===== src/logic/lcrs_pkg.sv =====
// Package with constants and types of the light curtain receiver supervisor.
package lcrs_pkg;

  // ==========================================================================
  // Clock and timing
  // ==========================================================================
  localparam int unsigned CLK_HZ = 125000000;
  localparam int unsigned RST_MIN_MS = 250;
  localparam int unsigned RST_MAX_MS = 2000;
  localparam int unsigned BLINK_HALF_MS = 250;
  localparam int unsigned TEST_MS = 100;
  localparam int unsigned RST_MIN_CYC = (CLK_HZ / 1000) * RST_MIN_MS;
  localparam int unsigned RST_MAX_CYC = (CLK_HZ / 1000) * RST_MAX_MS;
  localparam int unsigned BLINK_HALF_CYC = (CLK_HZ / 1000) * BLINK_HALF_MS;
  localparam int unsigned TEST_CYC = (CLK_HZ / 1000) * TEST_MS;
  localparam int CNT_W = 28;

  // ==========================================================================
  // Beams
  // ==========================================================================
  localparam int NUM_BEAMS = 8;
  localparam int TOP_BEAM = NUM_BEAMS - 1;
  localparam int BOTTOM_BEAM = 0;

  // ==========================================================================
  // Register map
  // ==========================================================================
  localparam logic [11:0] CTRL_OFS = 12'h000;
  localparam logic [11:0] STATUS_OFS = 12'h004;
  localparam logic [11:0] IRQ_STAT_OFS = 12'h008;
  localparam logic [11:0] IRQ_MASK_OFS = 12'h00C;
  localparam int CTRL_LATCH_BIT = 0;
  localparam int CTRL_TEST_BIT = 1;
  localparam logic CTRL_LATCH_RST = 1'b0;
  localparam int STAT_STATE_LSB = 0;
  localparam int STAT_OUT_BIT = 4;
  localparam int STAT_EMIT_BIT = 5;
  localparam int STAT_BEAM_LSB = 8;
  localparam int IRQ_W = 4;
  localparam int IRQ_LOCKOUT = 0;
  localparam int IRQ_TRIP = 1;
  localparam int IRQ_RST_OK = 2;
  localparam int IRQ_RST_BAD = 3;
  localparam logic [IRQ_W-1:0] IRQ_MASK_RST = 4'h0;

  typedef enum logic [2:0] {
    ST_SELFTEST,
    ST_SYNC,
    ST_WAIT_RESET,
    ST_RUN,
    ST_LATCHED,
    ST_TEST,
    ST_LOCKOUT
  } lcrs_state_t;

endpackage


===== src/logic/lcrs_pulse_meter.sv =====
// Width qualifier for closures of the manual reset contact.
`timescale 1ns/1ps
module lcrs_pulse_meter
  import lcrs_pkg::*;
#(
  parameter logic [CNT_W-1:0] MIN_CYC = CNT_W'(RST_MIN_CYC),
  parameter logic [CNT_W-1:0] MAX_CYC = CNT_W'(RST_MAX_CYC)
) (
  input wire logic clk,
  input wire logic rst,
  input wire logic contact_closed,
  output logic accept,
  output logic reject
);

  logic [CNT_W-1:0] width_reg;
  logic closed_reg;

  // Counts the closure and saturates one past the longest valid width.
  always_ff @(posedge clk) begin
    if (rst) begin
      width_reg <= '0;
    end else if (!contact_closed) begin
      width_reg <= '0;
    end else if (width_reg <= MAX_CYC) begin
      width_reg <= width_reg + CNT_W'(1);
    end
  end

  always_ff @(posedge clk) begin
    if (rst) begin
      closed_reg <= 1'b0;
    end else begin
      closed_reg <= contact_closed;
    end
  end

  // Judged on the opening edge; too short or too long is no reset.
  always_ff @(posedge clk) begin
    if (rst) begin
      accept <= 1'b0;
      reject <= 1'b0;
    end else begin
      accept <= closed_reg && !contact_closed && width_reg >= MIN_CYC &&
                width_reg <= MAX_CYC;
      reject <= closed_reg && !contact_closed && width_reg > MAX_CYC;
    end
  end

endmodule


===== src/logic/lcrs_blinker.sv =====
// Free-running square wave shared by every flashing indicator.
`timescale 1ns/1ps
module lcrs_blinker
  import lcrs_pkg::*;
#(
  parameter logic [CNT_W-1:0] HALF_CYC = CNT_W'(BLINK_HALF_CYC)
) (
  input wire logic clk,
  input wire logic rst,
  output logic blink
);

  logic [CNT_W-1:0] cnt_reg;

  always_ff @(posedge clk) begin
    if (rst) begin
      cnt_reg <= '0;
      blink <= 1'b0;
    end else if (cnt_reg >= HALF_CYC - CNT_W'(1)) begin
      cnt_reg <= '0;
      blink <= !blink;
    end else begin
      cnt_reg <= cnt_reg + CNT_W'(1);
    end
  end

endmodule


===== src/logic/lcrs_top.sv =====
// Supervisor of a safety light curtain receiver with an APB register port.
//
// Function
// - Trip mode: reset needed only after lockout.
// - Latch mode: reset after power-up, latch, lockout.
// - Closures longer than two seconds are ignored.
// - Power cycle restarts the power-up sequence.
// - Emitter lockout clears only by power cycle.
// - Latch waiting reset with all beams clear: alignment lamps blink together.
// - Top lamp lit while top beam clear, sync good.
// - Bottom lamp lit while bottom beam, sync good.
// - Green lit when clear with outputs on.
// - Test cycle: green blinks, red steady.
// - Red: blocked steady, lockout blinking, clear dark.
// - Emitter green: steady running, blinking on emitter fault.
// - Self-test fault stops scanning, outputs off.
// - Sync search precedes any beam evaluation.
// - Scanning classifies every beam blocked or clear.
// - Trip units enter run directly after sync.
// - Latch units need valid reset before run.
//
// Decided for this implementation: the register addresses and the APB register port.
`timescale 1ns/1ps
module lcrs_top
  import lcrs_pkg::*;
#(
  parameter logic [CNT_W-1:0] RST_MIN = CNT_W'(RST_MIN_CYC),
  parameter logic [CNT_W-1:0] RST_MAX = CNT_W'(RST_MAX_CYC),
  parameter logic [CNT_W-1:0] BLINK_HALF = CNT_W'(BLINK_HALF_CYC),
  parameter logic [CNT_W-1:0] TEST_LEN = CNT_W'(TEST_CYC)
) (
  input wire logic clk,
  input wire logic rst,
  input wire logic psel,
  input wire logic penable,
  input wire logic pwrite,
  input wire logic [11:0] paddr,
  input wire logic [31:0] pwdata,
  output logic [31:0] prdata,
  output logic pready,
  output logic pslverr,
  input wire logic reset_contact,
  input wire logic self_test_done,
  input wire logic self_test_fault,
  input wire logic run_fault,
  input wire logic emitter_fault,
  input wire logic sync_lock,
  input wire logic [NUM_BEAMS-1:0] beam_clear,
  input wire logic test_request,
  output logic [1:0] safety_switch_outputs,
  output logic align_top_led,
  output logic align_bottom_led,
  output logic clear_led,
  output logic blocked_led,
  output logic emitter_led,
  output logic irq
);

  // ==========================================================================
  // Shared helpers
  // ==========================================================================
  logic reset_ok;
  logic reset_bad;
  logic blink;

  lcrs_pulse_meter #(
    .MIN_CYC(RST_MIN),
    .MAX_CYC(RST_MAX)
  ) u_meter (
    .clk(clk),
    .rst(rst),
    .contact_closed(reset_contact),
    .accept(reset_ok),
    .reject(reset_bad)
  );

  lcrs_blinker #(
    .HALF_CYC(BLINK_HALF)
  ) u_blink (
    .clk(clk),
    .rst(rst),
    .blink(blink)
  );

  // ==========================================================================
  // Registers and declarations
  // ==========================================================================
  lcrs_state_t state_reg;
  logic latch_mode_reg;
  logic sw_test_reg;
  logic emitter_lock_reg;
  logic outputs_on_reg;
  logic [NUM_BEAMS-1:0] blocked_reg;
  logic [CNT_W-1:0] test_cnt_reg;
  logic [IRQ_W-1:0] irq_stat_reg;
  logic [IRQ_W-1:0] irq_mask_reg;
  logic [IRQ_W-1:0] irq_event;
  logic all_clear;
  logic scanning;
  logic fault;
  logic apb_access;
  logic apb_wr;
  logic apb_rd;
  logic addr_hit;

  assign all_clear = &beam_clear;
  assign scanning = state_reg == ST_RUN || state_reg == ST_LATCHED ||
                    state_reg == ST_WAIT_RESET || state_reg == ST_TEST;
  assign fault = run_fault || emitter_fault || emitter_lock_reg;

  // ==========================================================================
  // Emitter lockout
  // ==========================================================================
  // Only a power-up reset clears it; the emitter has no reset input.
  always_ff @(posedge clk) begin
    if (rst) begin
      emitter_lock_reg <= 1'b0;
    end else if (emitter_fault) begin
      emitter_lock_reg <= 1'b1;
    end
  end

  // ==========================================================================
  // Supervisory state machine
  // ==========================================================================
  always_ff @(posedge clk) begin
    if (rst) begin
      state_reg <= ST_SELFTEST;
    end else begin
      case (state_reg)
        ST_SELFTEST: begin
          if (self_test_fault || fault) begin
            state_reg <= ST_LOCKOUT;
          end else if (self_test_done) begin
            state_reg <= ST_SYNC;
          end
        end
        ST_SYNC: begin
          if (fault) begin
            state_reg <= ST_LOCKOUT;
          end else if (sync_lock && latch_mode_reg) begin
            state_reg <= ST_WAIT_RESET;
          end else if (sync_lock) begin
            state_reg <= ST_RUN;
          end
        end
        ST_WAIT_RESET: begin
          if (fault) begin
            state_reg <= ST_LOCKOUT;
          end else if (!sync_lock) begin
            state_reg <= ST_SYNC;
          end else if (reset_ok && all_clear) begin
            state_reg <= ST_RUN;
          end
        end
        ST_RUN: begin
          if (fault) begin
            state_reg <= ST_LOCKOUT;
          end else if (!sync_lock) begin
            state_reg <= ST_SYNC;
          end else if (test_request || sw_test_reg) begin
            state_reg <= ST_TEST;
          end else if (!all_clear && latch_mode_reg) begin
            state_reg <= ST_LATCHED;
          end
        end
        ST_LATCHED: begin
          if (fault) begin
            state_reg <= ST_LOCKOUT;
          end else if (!sync_lock) begin
            state_reg <= ST_SYNC;
          end else if (all_clear) begin
            state_reg <= ST_WAIT_RESET;
          end
        end
        ST_TEST: begin
          if (fault) begin
            state_reg <= ST_LOCKOUT;
          end else if (test_cnt_reg >= TEST_LEN) begin
            state_reg <= ST_SELFTEST;
          end
        end
        ST_LOCKOUT: begin
          if (reset_ok && !emitter_lock_reg && !emitter_fault) begin
            state_reg <= ST_SELFTEST;
          end
        end
        default: begin
          state_reg <= ST_LOCKOUT;
        end
      endcase
    end
  end

  // Length of the remote or software test cycle.
  always_ff @(posedge clk) begin
    if (rst) begin
      test_cnt_reg <= '0;
    end else if (state_reg == ST_TEST) begin
      test_cnt_reg <= test_cnt_reg + CNT_W'(1);
    end else begin
      test_cnt_reg <= '0;
    end
  end

  // ==========================================================================
  // Beam scan
  // ==========================================================================
  // Beams are judged only while scanning; otherwise all count as blocked.
  genvar gi;
  generate
    for (gi = 0; gi < NUM_BEAMS; gi++) begin : g_beam
      always_ff @(posedge clk) begin
        if (rst) begin
          blocked_reg[gi] <= 1'b1;
        end else begin
          blocked_reg[gi] <= !(scanning && beam_clear[gi]);
        end
      end
    end
  endgenerate

  // ==========================================================================
  // Safety switching outputs
  // ==========================================================================
  // In trip mode a blocked screen turns the outputs off with no reset.
  always_ff @(posedge clk) begin
    if (rst) begin
      outputs_on_reg <= 1'b0;
    end else begin
      outputs_on_reg <= state_reg == ST_RUN && all_clear && sync_lock &&
                        !fault && !test_request &&
                        !sw_test_reg;
    end
  end

  always_ff @(posedge clk) begin
    if (rst) begin
      safety_switch_outputs <= 2'h0;
    end else begin
      safety_switch_outputs <= {2{outputs_on_reg}};
    end
  end

  // ==========================================================================
  // Indicators
  // ==========================================================================
  always_ff @(posedge clk) begin
    if (rst) begin
      align_top_led <= 1'b0;
      align_bottom_led <= 1'b0;
    end else if (state_reg == ST_LOCKOUT) begin
      align_top_led <= blink;
      align_bottom_led <= blink;
    end else if (state_reg == ST_WAIT_RESET && all_clear) begin
      align_top_led <= blink;
      align_bottom_led <= blink;
    end else if (state_reg == ST_SELFTEST) begin
      align_top_led <= 1'b0;
      align_bottom_led <= 1'b0;
    end else begin
      align_top_led <= sync_lock && beam_clear[TOP_BEAM];
      align_bottom_led <= sync_lock && beam_clear[BOTTOM_BEAM];
    end
  end

  always_ff @(posedge clk) begin
    if (rst) begin
      clear_led <= 1'b0;
      blocked_led <= 1'b1;
    end else if (state_reg == ST_LOCKOUT) begin
      clear_led <= 1'b0;
      blocked_led <= blink;
    end else if (state_reg == ST_TEST) begin
      clear_led <= blink;
      blocked_led <= 1'b1;
    end else if (state_reg == ST_WAIT_RESET && all_clear) begin
      clear_led <= 1'b1;
      blocked_led <= 1'b0;
    end else begin
      clear_led <= outputs_on_reg;
      blocked_led <= !outputs_on_reg;
    end
  end

  always_ff @(posedge clk) begin
    if (rst) begin
      emitter_led <= 1'b1;
    end else if (emitter_lock_reg) begin
      emitter_led <= blink;
    end else begin
      emitter_led <= 1'b1;
    end
  end

  // ==========================================================================
  // Interrupts
  // ==========================================================================
  always_comb begin
    irq_event = '0;
    irq_event[IRQ_LOCKOUT] = state_reg != ST_LOCKOUT && fault;
    irq_event[IRQ_TRIP] = outputs_on_reg && !(state_reg == ST_RUN &&
                          all_clear && sync_lock && !fault);
    irq_event[IRQ_RST_OK] = reset_ok;
    irq_event[IRQ_RST_BAD] = reset_bad;
  end

  // A new event in the cycle of a write-one clear keeps its bit set.
  always_ff @(posedge clk) begin
    if (rst) begin
      irq_stat_reg <= '0;
    end else if (apb_wr && paddr == IRQ_STAT_OFS) begin
      irq_stat_reg <= (irq_stat_reg & ~pwdata[IRQ_W-1:0]) | irq_event;
    end else begin
      irq_stat_reg <= irq_stat_reg | irq_event;
    end
  end

  always_ff @(posedge clk) begin
    if (rst) begin
      irq <= 1'b0;
    end else begin
      irq <= |(irq_stat_reg & irq_mask_reg);
    end
  end

  // ==========================================================================
  // APB slave
  // ==========================================================================
  // Every access takes one wait state; pready is high in the second cycle.
  assign apb_access = psel && penable && !pready;
  assign apb_wr = apb_access && pwrite && addr_hit;
  assign apb_rd = apb_access && !pwrite;
  assign addr_hit = paddr == CTRL_OFS || paddr == STATUS_OFS ||
                    paddr == IRQ_STAT_OFS || paddr == IRQ_MASK_OFS;

  always_ff @(posedge clk) begin
    if (rst) begin
      pready <= 1'b0;
      pslverr <= 1'b0;
    end else begin
      pready <= apb_access;
      pslverr <= apb_access && !addr_hit;
    end
  end

  always_ff @(posedge clk) begin
    if (rst) begin
      latch_mode_reg <= CTRL_LATCH_RST;
    end else if (apb_wr && paddr == CTRL_OFS) begin
      latch_mode_reg <= pwdata[CTRL_LATCH_BIT];
    end
  end

  // The software test request is a one-shot; it clears once taken.
  always_ff @(posedge clk) begin
    if (rst) begin
      sw_test_reg <= 1'b0;
    end else if (apb_wr && paddr == CTRL_OFS) begin
      sw_test_reg <= pwdata[CTRL_TEST_BIT];
    end else if (state_reg != ST_RUN) begin
      sw_test_reg <= 1'b0;
    end
  end

  always_ff @(posedge clk) begin
    if (rst) begin
      irq_mask_reg <= IRQ_MASK_RST;
    end else if (apb_wr && paddr == IRQ_MASK_OFS) begin
      irq_mask_reg <= pwdata[IRQ_W-1:0];
    end
  end

  always_ff @(posedge clk) begin
    if (rst) begin
      prdata <= 32'h0000_0000;
    end else if (apb_rd) begin
      prdata <= 32'h0000_0000;
      case (paddr)
        CTRL_OFS: begin
          prdata[CTRL_LATCH_BIT] <= latch_mode_reg;
          prdata[CTRL_TEST_BIT] <= sw_test_reg;
        end
        STATUS_OFS: begin
          prdata[STAT_STATE_LSB +: 3] <= state_reg;
          prdata[STAT_OUT_BIT] <= outputs_on_reg;
          prdata[STAT_EMIT_BIT] <= emitter_lock_reg;
          prdata[STAT_BEAM_LSB +: NUM_BEAMS] <= blocked_reg;
        end
        IRQ_STAT_OFS: begin
          prdata[IRQ_W-1:0] <= irq_stat_reg;
        end
        IRQ_MASK_OFS: begin
          prdata[IRQ_W-1:0] <= irq_mask_reg;
        end
        default: begin
          prdata <= 32'h0000_0000;
        end
      endcase
    end
  end

endmodule


===== config.mk =====
export PLATFORM = sky130hd
export DESIGN_NAME = lcrs_top
export DESIGN_NICKNAME = d
export VERILOG_FILES = /design/src/logic/lcrs_pkg.sv /design/src/logic/lcrs_pulse_meter.sv /design/src/logic/lcrs_blinker.sv /design/src/logic/lcrs_top.sv
export SDC_FILE = /design/constraint.sdc
export NUM_CORES = 1
export LEC_CHECK = 0
export BUFFER_PORTS_ARGS = -buffer_cell sky130_fd_sc_hd__buf_2
export CORE_MARGIN = 3
export CORE_UTILIZATION = 40
export CTS_CLUSTER_SIZE = 14
export DETAILED_ROUTE_END_ITERATION = 8
export PLACE_DENSITY_LB_ADDON = 0.05
export SLEW_MARGIN = 40
export SYNTH_ARGS = -nofsm -noshare
export SYNTH_HDL_FRONTEND = slang
export SYNTH_SLANG_ARGS = --single-unit

===== constraint.sdc =====
create_clock -name clk -period 2.19 [get_ports clk]
set_input_delay 0.219 -clock clk [delete_from_list [all_inputs] [get_ports clk]]
set_output_delay 0.219 -clock clk [all_outputs]
set_load 0.01 [all_outputs]

==> out/results.txt <==
Status -> complete, no violations
Vias in the first global route -> 5,049
Crit path DAT -> 2.53 ns
Worst Setup Path Type -> reg -> reg
Pre-CTS setup slack -> 0.007660 ns
Commonest non-fill, non-tap cells in the layout -> dfxtp_1 (130), nor2_1 (99), nand2_1 (66)
Sequential-to-total area share from yosys stat -> 42.97%
Fin worst setup slack -> 0.01264 ns
Share of post-route cells with drive strength above 1 -> 20.14%
Psw -> 1318 uW
Crit. End Element -> register
R2R depth -> 8
Total CTS buffers -> 17
Req. time, crit path -> 2.54 ns
Area of the die -> 17,140 um^2
Post-synth EDFFs -> 0
First-pass GRT wire length -> 23.60 mm
CTS root buffer -> clkbuf_16
Peak supply drop -> 0.0006040 V
Die W -> 130.9 um
Pleak -> 0.002872 uW
Setup violators final -> 0
Clock transition at path regs -> 0.06 ns
Mean area per synthesized cell -> 8.358 um^2
Area leader, netlist -> dfxtp_1
Synth Cell Area -> 6243 um^2
Initial core utilization -> 40.92%
Htree depth -> 4
Reg power frac -> 44.6%
Core Box Area -> 15,260 um^2
Startpoint types -> register
Area delta synth->final -> 24.97%
Final period util -> 99.42%
Largest net degree at the start of global routing -> 45
Final net count -> 916
Hold Slack -> 0.02233 ns
Multi-input logic area -> 3427 um^2
Critical Path Source -> u_blink.cnt_reg[1]$_SDFF_PP0_
Final hold viol count -> 0
Wire length per cell -> 13.72 um
Initial antenna violation count -> 0
Clk sinks -> 134
Unrepaired setup endpoints after global routing -> true
Routed vias/inst -> 5.151
Top cell type's share of synthesized area -> 42.97%
Area contributors post-synth -> dfxtp_1 (43%), nor2_1 (6.7%), nand2_1 (4.0%), xor2_1 (3.5%), nand3_1 (3.4%)
Number of synthesized register bits -> 134
Pre-antenna DRT Iters -> 5
Switching share of total power -> 23.21%
Reg-to-Reg End -> u_blink.cnt_reg[24]$_SDFF_PP0_
Pwr Density -> 727.6 nW/um^2
Placed insts -> 1,026
Hold Crit Class -> in -> reg
Synth Warn # -> 0
Final non-filler cell total -> 1,070
Worst-margin pin slew -> 0.6505 ns
Residual DRC -> 0
I/O pin cnt -> 106
Final Slew Violations -> 0
CTS tree -> done
Tmin final -> 2.177 ns
GR Util All Layers -> 17.22%
Unique masters post-synth -> 58
Setup crit end -> u_blink.cnt_reg[24]$_SDFF_PP0_
Num rows -> 45
RD Place Congestion -> 0.8461
CTS max path bufs -> 2
R2r startpoint -> u_blink.cnt_reg[1]$_SDFF_PP0_
Internal cell power -> 4359 uW
Clock Skews -> 0.007500 ns
Initial DRC count -> 341
Die Ht -> 130.9 um
Reg2reg setup slack -> 0.01 ns
Vias -> 5,512
Worst skew pair latency -> 0.42 ns
Fin area -> 7802 um^2
Number of antenna-violating nets in the routed design -> 0
Antenna diode count -> 0
Fillers -> 1,464
# Max-Cap Violations -> 0
Post-DP HPWL -> 10.01 mm
Worst Path Max Fanout -> 6
Detailed-route wire length -> 14.68 mm
Commonest non-fill, non-tap cell in the layout -> dfxtp_1
Cell Area, Placed -> 6909 um^2
Synth Flop Type -> dfxtp_1
Slew HR -> 56.63%
Mapped Cells -> 747
Input/output buffers -> 59
Fmax -> 459.3 MHz
Grt ovf -> 0
Reg area -> 2688 um^2
Synth async-reset ratio -> 0%
Clock power frac -> 49.1%
Gate power share -> 6.3%
layout make-up:
| type | count | area share (%) |
|---|---|---|
| inverters | 15 | 0.7216 |
| flip-flops and latches | 134 | 34.45 |
| well taps | 211 | 3.384 |
| clock buffers | 19 | 5.805 |
| multi-input cells | 565 | 43.92 |
| repair buffers | 114 | 10.09 |
| clock inverters | 12 | 1.636 |
critical path: stages, from the launching register on:
cell       delay (ns)
dfxtp_2          0.33
ha_4             0.16
a311o_1          0.29
a2111oi_4        0.31
nor4_2           0.08
or3_1            0.39
or2_4            0.28
clkbuf_16        0.18
nor2_2           0.10
metrics by stage:
step                      total power, uW  util (%)  setup TNS (ns)
after detailed placement             2915     45.28               0
final                                5677     51.14               0
after floorplan                      2821         -               0
after CTS                            5732     49.73               0
after global routing                 5902     51.14          -1.109
after global placement               2911     45.28               0
power by group through the flow:
stage	Sequential [uW]	Combinational (uW)	Clock [uW]
floorplan	2560	262	0
global placement	2580	331	0
detailed placement	2580	334	0
CTS	2530	346	2860
global route	2540	397	2970
finish	2530	357	2790
synthesized netlist by cell type (17+ instances only):
master and number:
or4_1 18, nand2_1 66, nand3_1 43, dfxtp_1 134
nor3_1 23, nor2_1 112, nand4_1 23, xnor2_1 24
clkbuf_1 23, o21ai_0 17, buf_4 21, a21oi_1 40
xor2_1 25
worst min-delay path by stage:
stage / endpoint / startpoint / cells after the start / slack [ns]
final: blocked_reg[7]$_SDFF_PP1_ / beam_clear[7] / 2 / 0.02
after global routing: blocked_reg[7]$_SDFF_PP1_ / beam_clear[7] / 2 / 0.01
after CTS: blocked_reg[7]$_SDFF_PP1_ / beam_clear[7] / 2 / 0.005
after detailed placement: blocked_reg[5]$_SDFF_PP1_ / beam_clear[5] / 2 / 0.40
after global placement: blocked_reg[3]$_SDFF_PP1_ / beam_clear[3] / 2 / 0.40
after floorplan: blocked_reg[0]$_SDFF_PP1_ / beam_clear[0] / 1 / 0.28
layer usage:
| layer | up-vias | track usage [%] | part of all wire [%] |
|---|---|---|---|
| li1 | 2816 | - | - |
| met1 | 2582 | 23.46 | 48 |
| met2 | 101 | 26.60 | 47 |
| met3 | 13 | 4.756 | 3.9 |
| met4 | 0 | 5.445 | 1.1 |
| met5 | - | 0 | 0 |
cells by family after synthesis:
logic type	Yosys count	share of synthesized area, %
muxes	11	2.164
buffers and inverters	69	6.092
adders and majority gates	5	1.002
xor gates and xnor gates	49	6.874
AOI/OAI and AO/OA	113	11.70
and+or+nand+nor	365	29.14
DFF	134	42.97
other	1	0.06006
what timing repair did:
item / 4_1_cts / 5_1_grt
endpoints found under the hold margin: 8 / 0
setup buffers: 0 / 2
cloned: 0 / 3
gates resized for setup: 2 / 36
hold buffers: 8 / 0
pin swaps: 0 / 7
endpoints found under the setup margin: 10 / 56
Power figures use the tool's default switching activity.
